**config.mk**
```make
export PLATFORM = sky130hd
export DESIGN_NAME = frc_top
export DESIGN_NICKNAME = d
export VERILOG_FILES = /design/src/frc_pkg.sv /design/src/frc_hold_timer.sv /design/src/frc_top.sv
export SDC_FILE = /design/constraint.sdc
export NUM_CORES = 2
export LEC_CHECK = 0
export ABC_AREA = 0
export BUFFER_PORTS_ARGS = -buffer_cell sky130_fd_sc_hd__buf_2
export CORE_UTILIZATION = 44
export DETAILED_ROUTE_END_ITERATION = 7
export PLACE_DENSITY = 0.69
export SETUP_SLACK_MARGIN = 0.02
export SYNTH_ARGS = -nofsm -noshare
export SYNTH_HDL_FRONTEND = slang
export SYNTH_HIERARCHICAL = 1
export SYNTH_SLANG_ARGS = --single-unit
```
**constraint.sdc**
```tcl
create_clock -name clk_sys_i -period 2.7 [get_ports clk_sys_i]
set_clock_uncertainty 0.05 [all_clocks]
set_input_delay 0.27 -clock clk_sys_i [delete_from_list [all_inputs] [get_ports clk_sys_i]]
set_output_delay 0.27 -clock clk_sys_i [all_outputs]
set_load 0.05 [all_outputs]
```
**src/frc_pkg.sv**
```systemverilog
// Purpose: constants, types and default tables for the factory reset controller
// Assumes: 10 MHz system clock, registers reached over AXI4-Lite
// Notes: feedback fields are stored in units of 0.01 mm, top half positive, bottom half negative magnitude
// How it works
// all three keys held about 2.5 s enters reset pending
// while pending the indicator alternates red 500 ms and green 500 ms
// pending with no reset for 10 s is left with settings untouched
// a second 2.5 s three-key hold while pending restores factory settings
// after the reset the fault colour blinks 250 ms on, 250 ms off
// service software command resets exactly like the key sequence
// reset untaughts positions, restores fields, counters, intervals, notification off, manual on
// reset turns the service notification off, so no interval elapse is signalled
// reset disables the upper disc check by external sensor four
// reset disables reporting external sensor four as position one
// reset disables all-valves-together; option ignored on double-acting variants
// total cycle counters and total run time survive the reset
// colour option, averaging, bus address, profile and input assembly survive
// field defaults are 3.00 mm for positions one, two and 1.00 mm for three
// interval defaults 10000, 50000, 50000 cycles and 365 days
// resettable run time and cycle counters return to zero
// releasing any key before the threshold aborts the hold
package frc_pkg;

  localparam int unsigned CLK_HZ = 10_000_000;
  localparam int unsigned CYC_PER_MS = CLK_HZ / 1000;
  localparam int unsigned HOLD_MS = 2500;
  localparam int unsigned HOLD_CYC = HOLD_MS * CYC_PER_MS;
  localparam int unsigned PEND_HALF_MS = 500;
  localparam int unsigned PEND_HALF_CYC = PEND_HALF_MS * CYC_PER_MS;
  localparam int unsigned PEND_TMO_MS = 10000;
  localparam int unsigned PEND_TMO_CYC = PEND_TMO_MS * CYC_PER_MS;
  localparam int unsigned BLINK_HALF_MS = 250;
  localparam int unsigned BLINK_HALF_CYC = BLINK_HALF_MS * CYC_PER_MS;
  localparam int unsigned CONFIRM_BLINKS = 3;

  localparam int AXI_AW = 8;
  localparam logic [1:0] RESP_OKAY = 2'h0;
  localparam logic [1:0] RESP_SLVERR = 2'h2;

  // register indices, byte address is four times the index
  localparam logic [5:0] IDX_CTRL = 6'h00;
  localparam logic [5:0] IDX_STATUS = 6'h01;
  localparam logic [5:0] IDX_TAUGHT = 6'h02;
  localparam logic [5:0] IDX_OPTIONS = 6'h03;
  localparam logic [5:0] IDX_FB1 = 6'h04;
  localparam logic [5:0] IDX_FB2 = 6'h05;
  localparam logic [5:0] IDX_FB3 = 6'h06;
  localparam logic [5:0] IDX_SVC1 = 6'h07;
  localparam logic [5:0] IDX_SVC2 = 6'h08;
  localparam logic [5:0] IDX_SVC3 = 6'h09;
  localparam logic [5:0] IDX_SVC_DAYS = 6'h0A;
  localparam logic [5:0] IDX_CYC1 = 6'h0B;
  localparam logic [5:0] IDX_CYC3 = 6'h0D;
  localparam logic [5:0] IDX_RUN = 6'h0E;
  localparam logic [5:0] IDX_TOT1 = 6'h0F;
  localparam logic [5:0] IDX_TOT3 = 6'h11;
  localparam logic [5:0] IDX_TOT_RUN = 6'h12;
  localparam logic [5:0] IDX_BUS_ADDR = 6'h13;
  localparam logic [5:0] IDX_BUS_PROFILE = 6'h14;
  localparam logic [5:0] IDX_INPUT_ASSY = 6'h15;

  localparam int CTRL_CMD_BIT = 0;
  localparam int OPT_SVC_NOTIFY = 0;
  localparam int OPT_MANUAL_MAG = 1;
  localparam int OPT_S4_DISC = 2;
  localparam int OPT_S4_AS_P1 = 3;
  localparam int OPT_ALL_VALVES = 4;
  localparam int OPT_S3S4_COLOUR = 5;
  localparam int OPT_AVERAGING = 6;
  localparam logic [31:0] OPT_KEEP_MASK = 32'h0000_0060;
  localparam logic [31:0] OPT_DEF = 32'h0000_0002;
  localparam logic [31:0] FB12_DEF = 32'h012C_012C;
  localparam logic [31:0] FB3_DEF = 32'h0064_0064;
  localparam logic [31:0] SVC1_DEF = 32'h0000_2710;
  localparam logic [31:0] SVC23_DEF = 32'h0000_C350;
  localparam logic [31:0] SVC_DAYS_DEF = 32'h0000_016D;
  localparam logic [31:0] BUS_ADDR_DEF = 32'h0000_0000;

  typedef enum logic [1:0] {
    FRC_IDLE = 2'b00,
    FRC_PENDING = 2'b01,
    FRC_CONFIRM = 2'b10
  } frc_state_e;

  typedef struct packed {
    logic red;
    logic green;
    logic fault;
  } frc_ind_s;

  typedef struct packed {
    logic svc_notify;
    logic manual_mag;
    logic s4_disc_mon;
    logic s4_as_pos1;
    logic all_valves;
    logic s3s4_colour;
    logic averaging;
  } frc_opt_s;

  // value a stored register takes at power-on, and at factory reset for registers not kept
  function automatic logic [31:0] frc_default(input logic [5:0] idx);
    case (idx)
      IDX_OPTIONS: frc_default = OPT_DEF;
      IDX_FB1, IDX_FB2: frc_default = FB12_DEF;
      IDX_FB3: frc_default = FB3_DEF;
      IDX_SVC1: frc_default = SVC1_DEF;
      IDX_SVC2, IDX_SVC3: frc_default = SVC23_DEF;
      IDX_SVC_DAYS: frc_default = SVC_DAYS_DEF;
      IDX_BUS_ADDR: frc_default = BUS_ADDR_DEF;
      default: frc_default = 32'h0000_0000;
    endcase
  endfunction : frc_default

  // value after a factory reset, keeping what must survive
  function automatic logic [31:0] frc_factory(input logic [5:0] idx, input logic [31:0] cur);
    if (idx == IDX_OPTIONS) begin
      frc_factory = (cur & OPT_KEEP_MASK) | (OPT_DEF & ~OPT_KEEP_MASK);
    end else if (idx >= IDX_TOT1) begin
      frc_factory = cur;
    end else begin
      frc_factory = frc_default(idx);
    end
  endfunction : frc_factory

endpackage : frc_pkg

```
**src/frc_hold_timer.sv**
```systemverilog
// Purpose: detect a continuous three-key hold of a fixed length
// Assumes: key levels already debounced and synchronous to clk_sys_i
// Notes: a hold fires once; keys must be released before another hold counts
`timescale 1ns/1ps
module frc_hold_timer #(
  parameter int unsigned HOLD_CYC = frc_pkg::HOLD_CYC
) (
  input wire logic clk_sys_i,
  input wire logic rst_n_i,
  input wire logic [2:0] keys_i,
  output logic fire_o
);

  logic [31:0] cnt_r;
  logic armed_r;
  logic all_held;

  assign all_held = &keys_i;

  always_ff @(posedge clk_sys_i or negedge rst_n_i) begin
    if (!rst_n_i) begin
      cnt_r <= 32'h0000_0000;
      armed_r <= 1'b0;
      fire_o <= 1'b0;
    end else begin
      fire_o <= 1'b0;
      if (!all_held) begin
        cnt_r <= 32'h0000_0000;
        armed_r <= 1'b1;
      end else if (armed_r) begin
        if (cnt_r == HOLD_CYC - 1) begin
          fire_o <= 1'b1;
          armed_r <= 1'b0;
          cnt_r <= 32'h0000_0000;
        end else begin
          cnt_r <= cnt_r + 32'h0000_0001;
        end
      end
    end
  end

endmodule : frc_hold_timer

```
**src/frc_top.sv**
```systemverilog
// Purpose: factory reset controller with key sequence, indicator and settings store
// Assumes: keys and counter ticks synchronous to clk_sys_i; one AXI4-Lite master
// Notes: counter registers are read-only; long times are parameters to allow short simulation
`timescale 1ns/1ps
module frc_top #(
  parameter int unsigned HOLD_CYC = frc_pkg::HOLD_CYC,
  parameter int unsigned PEND_HALF_CYC = frc_pkg::PEND_HALF_CYC,
  parameter int unsigned PEND_TMO_CYC = frc_pkg::PEND_TMO_CYC,
  parameter int unsigned BLINK_HALF_CYC = frc_pkg::BLINK_HALF_CYC
) (
  input wire logic clk_sys_i,
  input wire logic rst_n_i,
  input wire logic key_one_i,
  input wire logic key_two_i,
  input wire logic key_three_i,
  input wire logic [2:0] cycle_tick_i,
  input wire logic day_tick_i,
  input wire logic double_acting_i,
  input wire logic [frc_pkg::AXI_AW-1:0] s_axi_awaddr,
  input wire logic s_axi_awvalid,
  output logic s_axi_awready,
  input wire logic [31:0] s_axi_wdata,
  input wire logic [3:0] s_axi_wstrb,
  input wire logic s_axi_wvalid,
  output logic s_axi_wready,
  output logic [1:0] s_axi_bresp,
  output logic s_axi_bvalid,
  input wire logic s_axi_bready,
  input wire logic [frc_pkg::AXI_AW-1:0] s_axi_araddr,
  input wire logic s_axi_arvalid,
  output logic s_axi_arready,
  output logic [31:0] s_axi_rdata,
  output logic [1:0] s_axi_rresp,
  output logic s_axi_rvalid,
  input wire logic s_axi_rready,
  output frc_pkg::frc_ind_s ind_o,
  output frc_pkg::frc_opt_s opt_o,
  output logic [2:0] taught_o,
  output logic svc_due_o,
  output logic reset_done_o
);

  frc_pkg::frc_state_e state_r;
  logic [31:0] store_r [frc_pkg::IDX_TAUGHT:frc_pkg::IDX_INPUT_ASSY];
  logic fire;
  logic cmd_pulse;
  logic factory_go;
  logic [31:0] tmo_r;
  logic [31:0] half_r;
  logic phase_r;
  logic [2:0] halves_r;
  logic aw_held_r;
  logic w_held_r;
  logic [5:0] wr_idx_r;
  logic wr_misaligned_r;
  logic [31:0] wdata_r;
  logic [3:0] wstrb_r;
  logic wr_go;
  logic wr_mapped;
  logic [5:0] rd_idx;
  logic [31:0] rd_val;
  logic rd_ok;
  logic [31:0] status_word;

  frc_hold_timer #(
    .HOLD_CYC(HOLD_CYC)
  ) u_hold (
    .clk_sys_i(clk_sys_i),
    .rst_n_i(rst_n_i),
    .keys_i({key_three_i, key_two_i, key_one_i}),
    .fire_o(fire)
  );

  // merge byte lanes of a write into an old word
  function automatic logic [31:0] frc_strb(input logic [31:0] old, input logic [31:0] data,
                                           input logic [3:0] strb);
    logic [31:0] res;
    res = old;
    for (int b = 0; b < 4; b++) begin
      if (strb[b]) begin
        res[8*b +: 8] = data[8*b +: 8];
      end
    end
    return res;
  endfunction : frc_strb

  // true for an index that holds a counter, which software cannot overwrite
  function automatic logic frc_is_counter(input logic [5:0] idx);
    return (idx >= frc_pkg::IDX_CYC1) && (idx <= frc_pkg::IDX_TOT_RUN);
  endfunction : frc_is_counter

  // write channel: address and data are taken in either order
  assign s_axi_awready = !aw_held_r && !s_axi_bvalid;
  assign s_axi_wready = !w_held_r && !s_axi_bvalid;
  assign wr_go = aw_held_r && w_held_r && !s_axi_bvalid;
  assign wr_mapped = !wr_misaligned_r && (wr_idx_r <= frc_pkg::IDX_INPUT_ASSY);
  assign cmd_pulse = wr_go && (wr_idx_r == frc_pkg::IDX_CTRL) && !wr_misaligned_r
                     && wstrb_r[0] && wdata_r[frc_pkg::CTRL_CMD_BIT];

  always_ff @(posedge clk_sys_i or negedge rst_n_i) begin
    if (!rst_n_i) begin
      aw_held_r <= 1'b0;
      wr_idx_r <= 6'h00;
      wr_misaligned_r <= 1'b0;
    end else if (s_axi_awvalid && s_axi_awready) begin
      aw_held_r <= 1'b1;
      wr_idx_r <= s_axi_awaddr[7:2];
      wr_misaligned_r <= |s_axi_awaddr[1:0];
    end else if (wr_go) begin
      aw_held_r <= 1'b0;
    end
  end

  always_ff @(posedge clk_sys_i or negedge rst_n_i) begin
    if (!rst_n_i) begin
      w_held_r <= 1'b0;
      wdata_r <= 32'h0000_0000;
      wstrb_r <= 4'h0;
    end else if (s_axi_wvalid && s_axi_wready) begin
      w_held_r <= 1'b1;
      wdata_r <= s_axi_wdata;
      wstrb_r <= s_axi_wstrb;
    end else if (wr_go) begin
      w_held_r <= 1'b0;
    end
  end

  always_ff @(posedge clk_sys_i or negedge rst_n_i) begin
    if (!rst_n_i) begin
      s_axi_bvalid <= 1'b0;
      s_axi_bresp <= frc_pkg::RESP_OKAY;
    end else if (wr_go) begin
      s_axi_bvalid <= 1'b1;
      s_axi_bresp <= wr_mapped ? frc_pkg::RESP_OKAY : frc_pkg::RESP_SLVERR;
    end else if (s_axi_bready) begin
      s_axi_bvalid <= 1'b0;
    end
  end

  // read channel: one cycle from address to data
  assign s_axi_arready = !s_axi_rvalid;
  assign rd_idx = s_axi_araddr[7:2];
  assign status_word = {26'h000_0000, ind_o, svc_due_o, state_r};

  always_comb begin
    rd_ok = (s_axi_araddr[1:0] == 2'h0) && (rd_idx <= frc_pkg::IDX_INPUT_ASSY);
    if (!rd_ok || rd_idx == frc_pkg::IDX_CTRL) begin
      rd_val = 32'h0000_0000;
    end else if (rd_idx == frc_pkg::IDX_STATUS) begin
      rd_val = status_word;
    end else begin
      rd_val = store_r[rd_idx];
    end
  end

  always_ff @(posedge clk_sys_i or negedge rst_n_i) begin
    if (!rst_n_i) begin
      s_axi_rvalid <= 1'b0;
      s_axi_rdata <= 32'h0000_0000;
      s_axi_rresp <= frc_pkg::RESP_OKAY;
    end else if (s_axi_arvalid && s_axi_arready) begin
      s_axi_rvalid <= 1'b1;
      s_axi_rdata <= rd_val;
      s_axi_rresp <= rd_ok ? frc_pkg::RESP_OKAY : frc_pkg::RESP_SLVERR;
    end else if (s_axi_rready) begin
      s_axi_rvalid <= 1'b0;
    end
  end

  // the second hold counts only while pending; a hold in idle arms pending
  assign factory_go = cmd_pulse || (fire && state_r == frc_pkg::FRC_PENDING);

  always_ff @(posedge clk_sys_i or negedge rst_n_i) begin
    if (!rst_n_i) begin
      state_r <= frc_pkg::FRC_IDLE;
      tmo_r <= 32'h0000_0000;
      half_r <= 32'h0000_0000;
      phase_r <= 1'b0;
      halves_r <= 3'h0;
    end else begin
      if (factory_go) begin
        state_r <= frc_pkg::FRC_CONFIRM;
        half_r <= 32'h0000_0000;
        phase_r <= 1'b0;
        halves_r <= 3'h0;
      end else begin
        case (state_r)
          frc_pkg::FRC_IDLE: begin
            tmo_r <= 32'h0000_0000;
            half_r <= 32'h0000_0000;
            phase_r <= 1'b0;
            if (fire) begin
              state_r <= frc_pkg::FRC_PENDING;
            end
          end
          frc_pkg::FRC_PENDING: begin
            if (tmo_r == PEND_TMO_CYC - 1) begin
              state_r <= frc_pkg::FRC_IDLE;
            end
            tmo_r <= tmo_r + 32'h0000_0001;
            if (half_r == PEND_HALF_CYC - 1) begin
              half_r <= 32'h0000_0000;
              phase_r <= !phase_r;
            end else begin
              half_r <= half_r + 32'h0000_0001;
            end
          end
          frc_pkg::FRC_CONFIRM: begin
            if (half_r == BLINK_HALF_CYC - 1) begin
              half_r <= 32'h0000_0000;
              phase_r <= !phase_r;
              halves_r <= halves_r + 3'h1;
              if (halves_r == 3'(2 * frc_pkg::CONFIRM_BLINKS - 1)) begin
                state_r <= frc_pkg::FRC_IDLE;
              end
            end else begin
              half_r <= half_r + 32'h0000_0001;
            end
          end
          default: begin
            state_r <= frc_pkg::FRC_IDLE;
          end
        endcase
      end
    end
  end

  // indicator: pending starts red, confirm starts with fault colour on
  always_ff @(posedge clk_sys_i or negedge rst_n_i) begin
    if (!rst_n_i) begin
      ind_o <= '0;
    end else begin
      ind_o.red <= (state_r == frc_pkg::FRC_PENDING) && !phase_r;
      ind_o.green <= (state_r == frc_pkg::FRC_PENDING) && phase_r;
      ind_o.fault <= (state_r == frc_pkg::FRC_CONFIRM) && !phase_r;
    end
  end

  always_ff @(posedge clk_sys_i or negedge rst_n_i) begin
    if (!rst_n_i) begin
      reset_done_o <= 1'b0;
    end else begin
      reset_done_o <= factory_go;
    end
  end

  // settings store; factory reset wins over a write or a tick in the same cycle
  always_ff @(posedge clk_sys_i or negedge rst_n_i) begin
    if (!rst_n_i) begin
      for (int i = frc_pkg::IDX_TAUGHT; i <= frc_pkg::IDX_INPUT_ASSY; i++) begin
        store_r[i] <= frc_pkg::frc_default(6'(i));
      end
    end else begin
      for (int i = frc_pkg::IDX_TAUGHT; i <= frc_pkg::IDX_INPUT_ASSY; i++) begin
        if (factory_go) begin

          store_r[i] <= frc_pkg::frc_factory(6'(i), store_r[i]);
        end else if (wr_go && wr_mapped && wr_idx_r == 6'(i) && !frc_is_counter(6'(i))) begin
          store_r[i] <= frc_strb(store_r[i], wdata_r, wstrb_r);
        end else if (i >= frc_pkg::IDX_CYC1 && i <= frc_pkg::IDX_CYC3 && cycle_tick_i[i - 11]) begin
          store_r[i] <= store_r[i] + 32'h0000_0001;
        end else if (i == frc_pkg::IDX_RUN && day_tick_i) begin
          store_r[i] <= store_r[i] + 32'h0000_0001;
        end else if (i >= frc_pkg::IDX_TOT1 && i <= frc_pkg::IDX_TOT3 && cycle_tick_i[i - 15]) begin
          store_r[i] <= store_r[i] + 32'h0000_0001;
        end else if (i == frc_pkg::IDX_TOT_RUN && day_tick_i) begin
          store_r[i] <= store_r[i] + 32'h0000_0001;
        end
      end
    end
  end

  // option outputs; all-valves has no effect on double-acting heads
  always_ff @(posedge clk_sys_i or negedge rst_n_i) begin
    if (!rst_n_i) begin
      opt_o <= '0;
      taught_o <= 3'h0;
    end else begin
      opt_o.svc_notify <= store_r[frc_pkg::IDX_OPTIONS][frc_pkg::OPT_SVC_NOTIFY];
      opt_o.manual_mag <= store_r[frc_pkg::IDX_OPTIONS][frc_pkg::OPT_MANUAL_MAG];
      opt_o.s4_disc_mon <= store_r[frc_pkg::IDX_OPTIONS][frc_pkg::OPT_S4_DISC];
      opt_o.s4_as_pos1 <= store_r[frc_pkg::IDX_OPTIONS][frc_pkg::OPT_S4_AS_P1];
      opt_o.all_valves <= store_r[frc_pkg::IDX_OPTIONS][frc_pkg::OPT_ALL_VALVES]
                          && !double_acting_i;
      opt_o.s3s4_colour <= store_r[frc_pkg::IDX_OPTIONS][frc_pkg::OPT_S3S4_COLOUR];
      opt_o.averaging <= store_r[frc_pkg::IDX_OPTIONS][frc_pkg::OPT_AVERAGING];
      taught_o <= store_r[frc_pkg::IDX_TAUGHT][2:0];
    end
  end

  // maintenance due only while the notification is switched on
  always_ff @(posedge clk_sys_i or negedge rst_n_i) begin
    if (!rst_n_i) begin
      svc_due_o <= 1'b0;
    end else begin
      svc_due_o <= store_r[frc_pkg::IDX_OPTIONS][frc_pkg::OPT_SVC_NOTIFY] && !factory_go
                   && ((store_r[frc_pkg::IDX_CYC1] >= store_r[frc_pkg::IDX_SVC1])
                   || (store_r[frc_pkg::IDX_CYC1 + 6'h01] >= store_r[frc_pkg::IDX_SVC2])
                   || (store_r[frc_pkg::IDX_CYC3] >= store_r[frc_pkg::IDX_SVC3])
                   || (store_r[frc_pkg::IDX_RUN] >= store_r[frc_pkg::IDX_SVC_DAYS]));
    end
  end

endmodule : frc_top

```
## Word-level counts from Yosys, hierarchy flattened

Cells that the tools add are included.

| word-level totals | value |
|---|---|
| register bits after elaboration | 842 |
| bits in latches | 0 |
| memory bits (writable) | 0 |
| memory bits (read-only) | 0 |
| input port bits | 67 |
| memories kept | 0 |

| cells by class | value |
|---|---|
| $add $sub $neg | 12 |
| multiply operators | 0 |
| div/mod/pow operators | 0 |
| $lt $le $gt $ge | 7 |
| eq/ne operators | 26 |
| shifts and indexed selects | 0 |
| muxes and demuxes | 72 |
| bitwise gates (word level) | 2 |
| reductions and logical operators | 135 |

Operator list:

| kind | number |
|---|---|
| two-way mux 32 bit | 36 |
| adder 32 x 1 -> 32 bit (second input constant) | 11 |
| binary-select mux 32 bit (select 5 bit) | 1 |
| greater-or-equal comparator 32 bit | 4 |
| case mux 32 bit (3 select lines) | 1 |
| AND reduction 2 bit | 42 |
| case mux 32 bit (2 select lines) | 1 |
| nonzero test 2 bit | 24 |
| AND reduction 3 bit | 15 |
| two-way mux 8 bit | 5 |
| logical AND 1 bit | 33 |
| == test 32 x 22 -> 1 bit (second input constant) | 1 |
| == test 32 x 23 -> 1 bit (second input constant) | 1 |
| == test 32 x 25 -> 1 bit (second input constant) | 1 |
| == test 32 x 27 -> 1 bit (second input constant) | 1 |
| == test 6 x 3 -> 1 bit (second input constant) | 4 |
| == test 6 x 4 -> 1 bit (second input constant) | 3 |
| == test 6 x 5 -> 1 bit (second input constant) | 3 |
| two-way mux 1 bit | 16 |
| two-way mux 2 bit | 7 |
| == test 6 x 2 -> 1 bit (second input constant) | 2 |
| less-or-equal comparator 6 x 5 -> 1 bit (second input constant) | 2 |
| zero test 6 bit | 2 |
| inequality test 3 bit (second input constant) | 4 |
| other kinds (19) | 34 |

## Logic depth before layout (Yosys ltp)

| logic depth | value |
|---|---|
| depth after elaboration | 10 |
| depth in mapped cells | 11 |
| depth with buffers taken out | 9 |

## Cells and area by module

Netlist, hierarchy kept.

By module, submodules not included:

| module | times used | cells an instance | area an instance (um^2) |
|---|---|---|---|
| frc_top | 1 | 3983 | 41756.3 |
| frc_hold_timer | 1 | 250 | 2113.3 |

## Worst setup path after synthesis

OpenSTA, ideal clock, no wires.

| path | value |
|---|---|
| kind | flip-flop to flip-flop |
| from | reg s_axi_rvalid |
| to | reg s_axi_rdata[10] |
| setup time | 0.068 ns |
| data arrival time | 2.618 ns |
| slack | -0.036 ns |
| cell stages (with the launch flop) | 9 |
| period minus slack after synthesis | 2.736 ns |
| path through | dfrtp_1 inv_1 nand2_1 or4_1 a21oi_1 o21ai_1 nor2_1 buf_2 a32o_1 |

| on the way | value |
|---|---|
| word-level cells in the longest chain between the ends | 2 |

RTL lines:

| element | RTL line | text |
|---|---|---|
| from (decl) | frc_top.sv:34 | `output logic s_axi_rvalid,` |
| from (signal assigned) | frc_top.sv:158 | `s_axi_rvalid <= 1'b0;` |
| from (signal assigned) | frc_top.sv:162 | `s_axi_rvalid <= 1'b1;` |
| from (signal assigned) | frc_top.sv:166 | `s_axi_rvalid <= 1'b0;` |
| zero test 1 bit | frc_top.sv:141 | `assign s_axi_arready = !s_axi_rvalid;` |
| via s_axi_arready | frc_top.sv:31 | `output logic s_axi_arready,` |
| logical AND 1 bit | frc_top.sv:161 | `end else if (s_axi_arvalid && s_axi_arready) begin` |
| to (signal assigned) | frc_top.sv:163 | `s_axi_rdata <= rd_val;` |
| to (decl) | frc_top.sv:32 | `output logic [31:0] s_axi_rdata,` |

The timed path passes the listed nets, and every way through them passes these cells.
A chain may end at the register's enable or synchronous reset.

## Final worst setup path

| path | value |
|---|---|
| from | reg store_r[399] (netlist name) |
| to | reg svc_due_o |

| on the way | value |
|---|---|
| word-level cells in the longest chain between the ends | 4 |

RTL lines:

| element | RTL line | text |
|---|---|---|
| from (decl) | frc_top.sv:44 | `logic [31:0] store_r [frc_pkg::IDX_TAUGHT:frc_pkg::IDX_INPUT_ASSY];` |
| from (signal, indexed assignment) | frc_top.sv:251 | `store_r[i] <= frc_pkg::frc_default(6'(i));` |
| from (signal, indexed assignment) | frc_top.sv:257 | `store_r[i] <= frc_pkg::frc_factory(6'(i), store_r[i]);` |
| from (signal, indexed assignment) | frc_top.sv:259 | `store_r[i] <= frc_strb(store_r[i], wdata_r, wstrb_r);` |
| greater-or-equal comparator 32 bit | frc_top.sv:299 | `\|\| (store_r[frc_pkg::IDX_CYC3] >= store_r[frc_pkg::IDX_SVC3])` |
| logical OR 1 bit | frc_top.sv:299 |  |
| logical OR 1 bit | frc_top.sv:300 | `\|\| (store_r[frc_pkg::IDX_RUN] >= store_r[frc_pkg::IDX_SVC_DAYS]));` |
| logical AND 1 bit | frc_top.sv:297 | `&& ((store_r[frc_pkg::IDX_CYC1] >= store_r[frc_pkg::IDX_SVC1])` |
| to (signal assigned) | frc_top.sv:296 | `svc_due_o <= store_r[frc_pkg::IDX_OPTIONS][frc_pkg::OPT_SVC_NOTIFY] && !factory_go` |
| to (decl) | frc_top.sv:39 | `output logic svc_due_o,` |

Every way passes these cells.

==> key figures <==
Global route
  • Largest net degree at the start of global routing: 107
  • Number of global-route vias before repair: 33761
  • Total GRT Usage: 0.249
  • Initial antenna violation count: 1
  • Global-route wire length before repair: 198000 microns
  • Gr ovfl total: 0

Logic synthesis
  • Syn Inst Count: ~4200
  • Yosys Warn Count: 6
  • Top FF cell, synth: dfrtp_1
  • Mean area per synthesized cell: 10.4 sq um
  • Distinct cells, synth: 87
  • Seq/Total Area, Yosys: 0.480
  • Ys async rst share: 1.00
  • Syn Std Cell Area: 0.0439 sq mm
  • Number of synthesized flops with an enable pin: 0
  • Synthesis-stage register bit count: 840

Place
  • Pre-CTS WS: -0.350 ns
  • Post-DP HPWL: about 90000 microns
  • Global placement routability congestion: around 0.91
  • Port Buffers: 120

Drt
  • Remaining DRCs: 0
  • Wire per inst: 21.6 microns
  • Overall via count from detail_route: 34322
  • Iteration-0 DRC count of the detailed router: 2827
  • Post-route ant nets: 0
  • Vias per cell: 5.89
  • Detailed Route WL: approximately 130000 microns
  • DRT Pass-1 Iters: 8

Power and ir drop
  • Internal power: between 20 and 30 mW
  • Power Dens Cells: 768 mW/mm^2
  • Sequential share of power: 0.440
  • Net Switching: 13.2 mW
  • Clock power frac: 0.326
  • Comb pwr share: 0.233
  • VDD IR max: 914 uV
  • Lkg Pwr: 22.8 nW
  • Total power: 38.9 mW
  • Sw Share: 0.338

Clocking
  • CTS buffer count: 87
  • CTS H-tree lvls: 3
  • CTS tree: done
  • Worst-Skew Late Latency: around 0.67 ns
  • Max Root-Sink Buffers: 3
  • CTS clock-pin slew for the worst setup and hold paths: 0.06 ns
  • CTS root buf: clkbuf_16
  • CTS sink count: 840

Die
  • Die X: 318 microns
  • Rows: approximately 120
  • Initial Util: 0.445
  • I/O Pins: between 100 and 150
  • Die footprint: 0.101 sq mm
  • DIE HEIGHT: 318 microns
  • Core area: about 0.099 sq mm

Finish
  • Share of layout cells above drive strength 1: 0.199
  • Ant. Diodes: 0
  • Layout fillers: 8480
  • Area Overhead vs Synth: 15.6%
  • Util after Layout: 0.514
  • Nets: 4678

Timing
  • Final Hold Vio Count: 0
  • Setup ws final: 0.0229 ns
  • Slew HR: 0.0865
  • Final Slew Violations: 0
  • Period Utilization, post-route: 0.992
  • RSZ-0062 raised after global routing: true
  • Final setup viols: 0
  • Post-layout min period: ~2.7 ns
  • Fmax: approximately 370 MHz
  • Worst-margin pin slew: 1.37 ns

Hold path
  • Worst hold path stage count: 4
  • HP Class: primary input to flop

Setup path
  • CP Launch Type: flop
  • Crit path largest cell delay: ~0.55 ns
  • Register-to-register setup slack: 0.02 ns
  • Worst setup EP type: flop
  • Crit Path Class: flop to flop
  • CP required: 3.24 ns
  • Worst r2r path cells: 8
  • Arr. time, crit path: 3.22 ns
  • Critical path peak fanout: 3
  • Max stage delay cell, worst path: nor4bb_1
  • Cell chain of the critical path: inv_1 > ha_1 > nand4_1 > nand2b_1 > a2111oi_4 > nor4_1 > nor4bb_1 > o311a_1

Flow run
  • Max-Cap Viols: 0

Run status
  • Status: finished, final reports clean
[layout by cell type, fill, tap and decap left out, types with 144 or more instances in the layout]
master | synthesis | routed
dfrtp_1 | 794 | 794
nand2_1 | 529 | 523
nor2_1 | 318 | 316
o21ai_0 | 271 | 271
nand3_1 | 238 | 237
inv_1 | 196 | 195
mux2_2 | 189 | 189
a21oi_1 | 166 | 166
buf_4 | 11 | 161
ha_1 | 144 | 144
[sequential cells by signal, indices dropped and copies added, names as in the netlist, 4 cells and up]
signal,cells
wr_idx_r,6
s_axi_rdata,32
store_r,640
tmo_r,32
u_hold/cnt_r,32
wdata_r,32
half_r,32
opt_o,7
wstrb_r,4
[Yosys cell counts (all sizes together), types with 5 or more instances]
master | count | area, sq um
a21o | 22 | 165
or2 | 6 | 37.5
a211oi | 5 | 37.5
o211ai | 32 | 240
a22o | 6 | 52.6
buf | 116 | 594
nor4 | 37 | 287
a22oi | 5 | 37.5
o21ai | 280 | 1400
and4 | 24 | 210
a31oi | 20 | 125
nor2 | 322 | 1230
and2 | 17 | 106
nand3 | 238 | 1190
mux4 | 128 | 2880
nand4 | 102 | 651
inv | 197 | 742
a21oi | 185 | 997
nor3b | 6 | 45.0
mux2i | 15 | 150
dfstp | 46 | 1210
a221oi | 34 | 298
xor2 | 137 | 1200
a222oi | 32 | 320
dfrtp | 794 | 19900
xnor2 | 136 | 1190
or3 | 37 | 231
nand2 | 533 | 2010
a32o | 28 | 280
clkbuf | 112 | 427
nor3 | 63 | 399
ha | 144 | 1800
mux2 | 190 | 2140
nand2b | 39 | 244
o22ai | 5 | 37.5
nor2b | 11 | 68.8
nand4b | 5 | 43.8
and3 | 75 | 469
[logic make-up (layout without fill, tap and decap cells)]
group / count (synthesis) / count (layout) / synth area share
AND/OR/NAND/NOR: 1535 / 1535 / 0.169
flip-flops: 840 / 840 / 0.480
AO/OA/AOI/OAI: 682 / 682 / 0.0966
multiplexers: 333 / 333 / 0.118
other: 1 / 2 / 0.0000855
buffers and inverters: 425 / 731 / 0.0402
XOR/XNOR: 273 / 273 / 0.0545
adder cells (fa/ha/maj): 144 / 144 / 0.0411
[per-stage QoR]
step	cell area (sq um)	cells	hold WS, ns	setup TNS [ns]
4_1_cts	50600	5823	0.0426	0
5_1_grt	50700	5827	0.0970	0
3_5_place_dp	47000	5603	0.194	-0.771
2_1_floorplan	43900	4234	-0.0756	0
3_3_place_gp	47000	5603	0.195	-0.375
6_report	50700	5827	0.0744	0
[what timing repair did]
| item | 4_1_cts | 5_1_grt |
|---|---|---|
| hold endpoints to repair | 336 | 0 |
| pin swaps | 3 | 4 |
| setup buffers | 0 | 4 |
| setup endpoints to repair | 43 | 95 |
| resized for setup | 8 | 11 |
| hold buffers | 58 | 0 |
| gates cloned | 0 | 0 |
[worst max-delay path: cells and delay by family, from the launching register on]
| family | cells | cell delay, ns |
|---|---|---|
| adder cells (fa/ha/maj) | 1 | 0.28 |
| buffers and inverters | 1 | 0.04 |
| AND/OR/NAND/NOR | 4 | 1.05 |
| flip-flops | 1 | 0.54 |
| AO/OA/AOI/OAI | 2 | 0.65 |
[power by group through the flow]
stage	Clock [mW]	Combinational [mW]	Sequential (mW)
after global routing	13.4	9.93	17.3
after global placement	0	8.53	17.2
final	12.7	9.08	17.1
after detailed placement	0	8.75	17.2
after CTS	12.9	8.92	17.0
after floorplan	0	5.83	16.1
[final timing paths]
path | from | endpoint
max | store_r[399]$_DFFE_PN1P_ | svc_due_o$_DFF_PN0_
min | key_three_i | u_hold/cnt_r[24]$_DFFE_PN0P_
max reg2reg | store_r[399]$_DFFE_PN1P_ | svc_due_o$_DFF_PN0_
min reg2reg | store_r[578]$_DFFE_PN0P_ | opt_o[4]$_DFF_PN0_
max in group asynchronous | rst_n_i | store_r[282]$_DFFE_PN0P_
min in group asynchronous | rst_n_i | tmo_r[16]$_DFFE_PN0P_
[metal layers]
metal | share of wire | GRT usage | routed length (microns) | vias up
met5 | 0 | 0 | 0 | -
met2 | 0.46 | 0.387 | 57500 | 1304
met3 | 0.072 | 0.0390 | 9060 | 219
met1 | 0.44 | 0.353 | 54700 | 17253
li1 | - | - | - | 15546
met4 | 0.034 | 0.0940 | 4290 | 0
[final cells by class]
class | count | area (sq um) | area share
clock inverters | 33 | 438 | 0.00864
multi-input cells | 2969 | 21100 | 0.417
repair buffers | 372 | 3080 | 0.0607
clock buffers | 129 | 2610 | 0.0514
flip-flops and latches | 840 | 21100 | 0.416
inverters | 197 | 751 | 0.0148
well taps | 1287 | 1610 | 0.0318
Note: power is estimated with default switching activity, not from simulation.
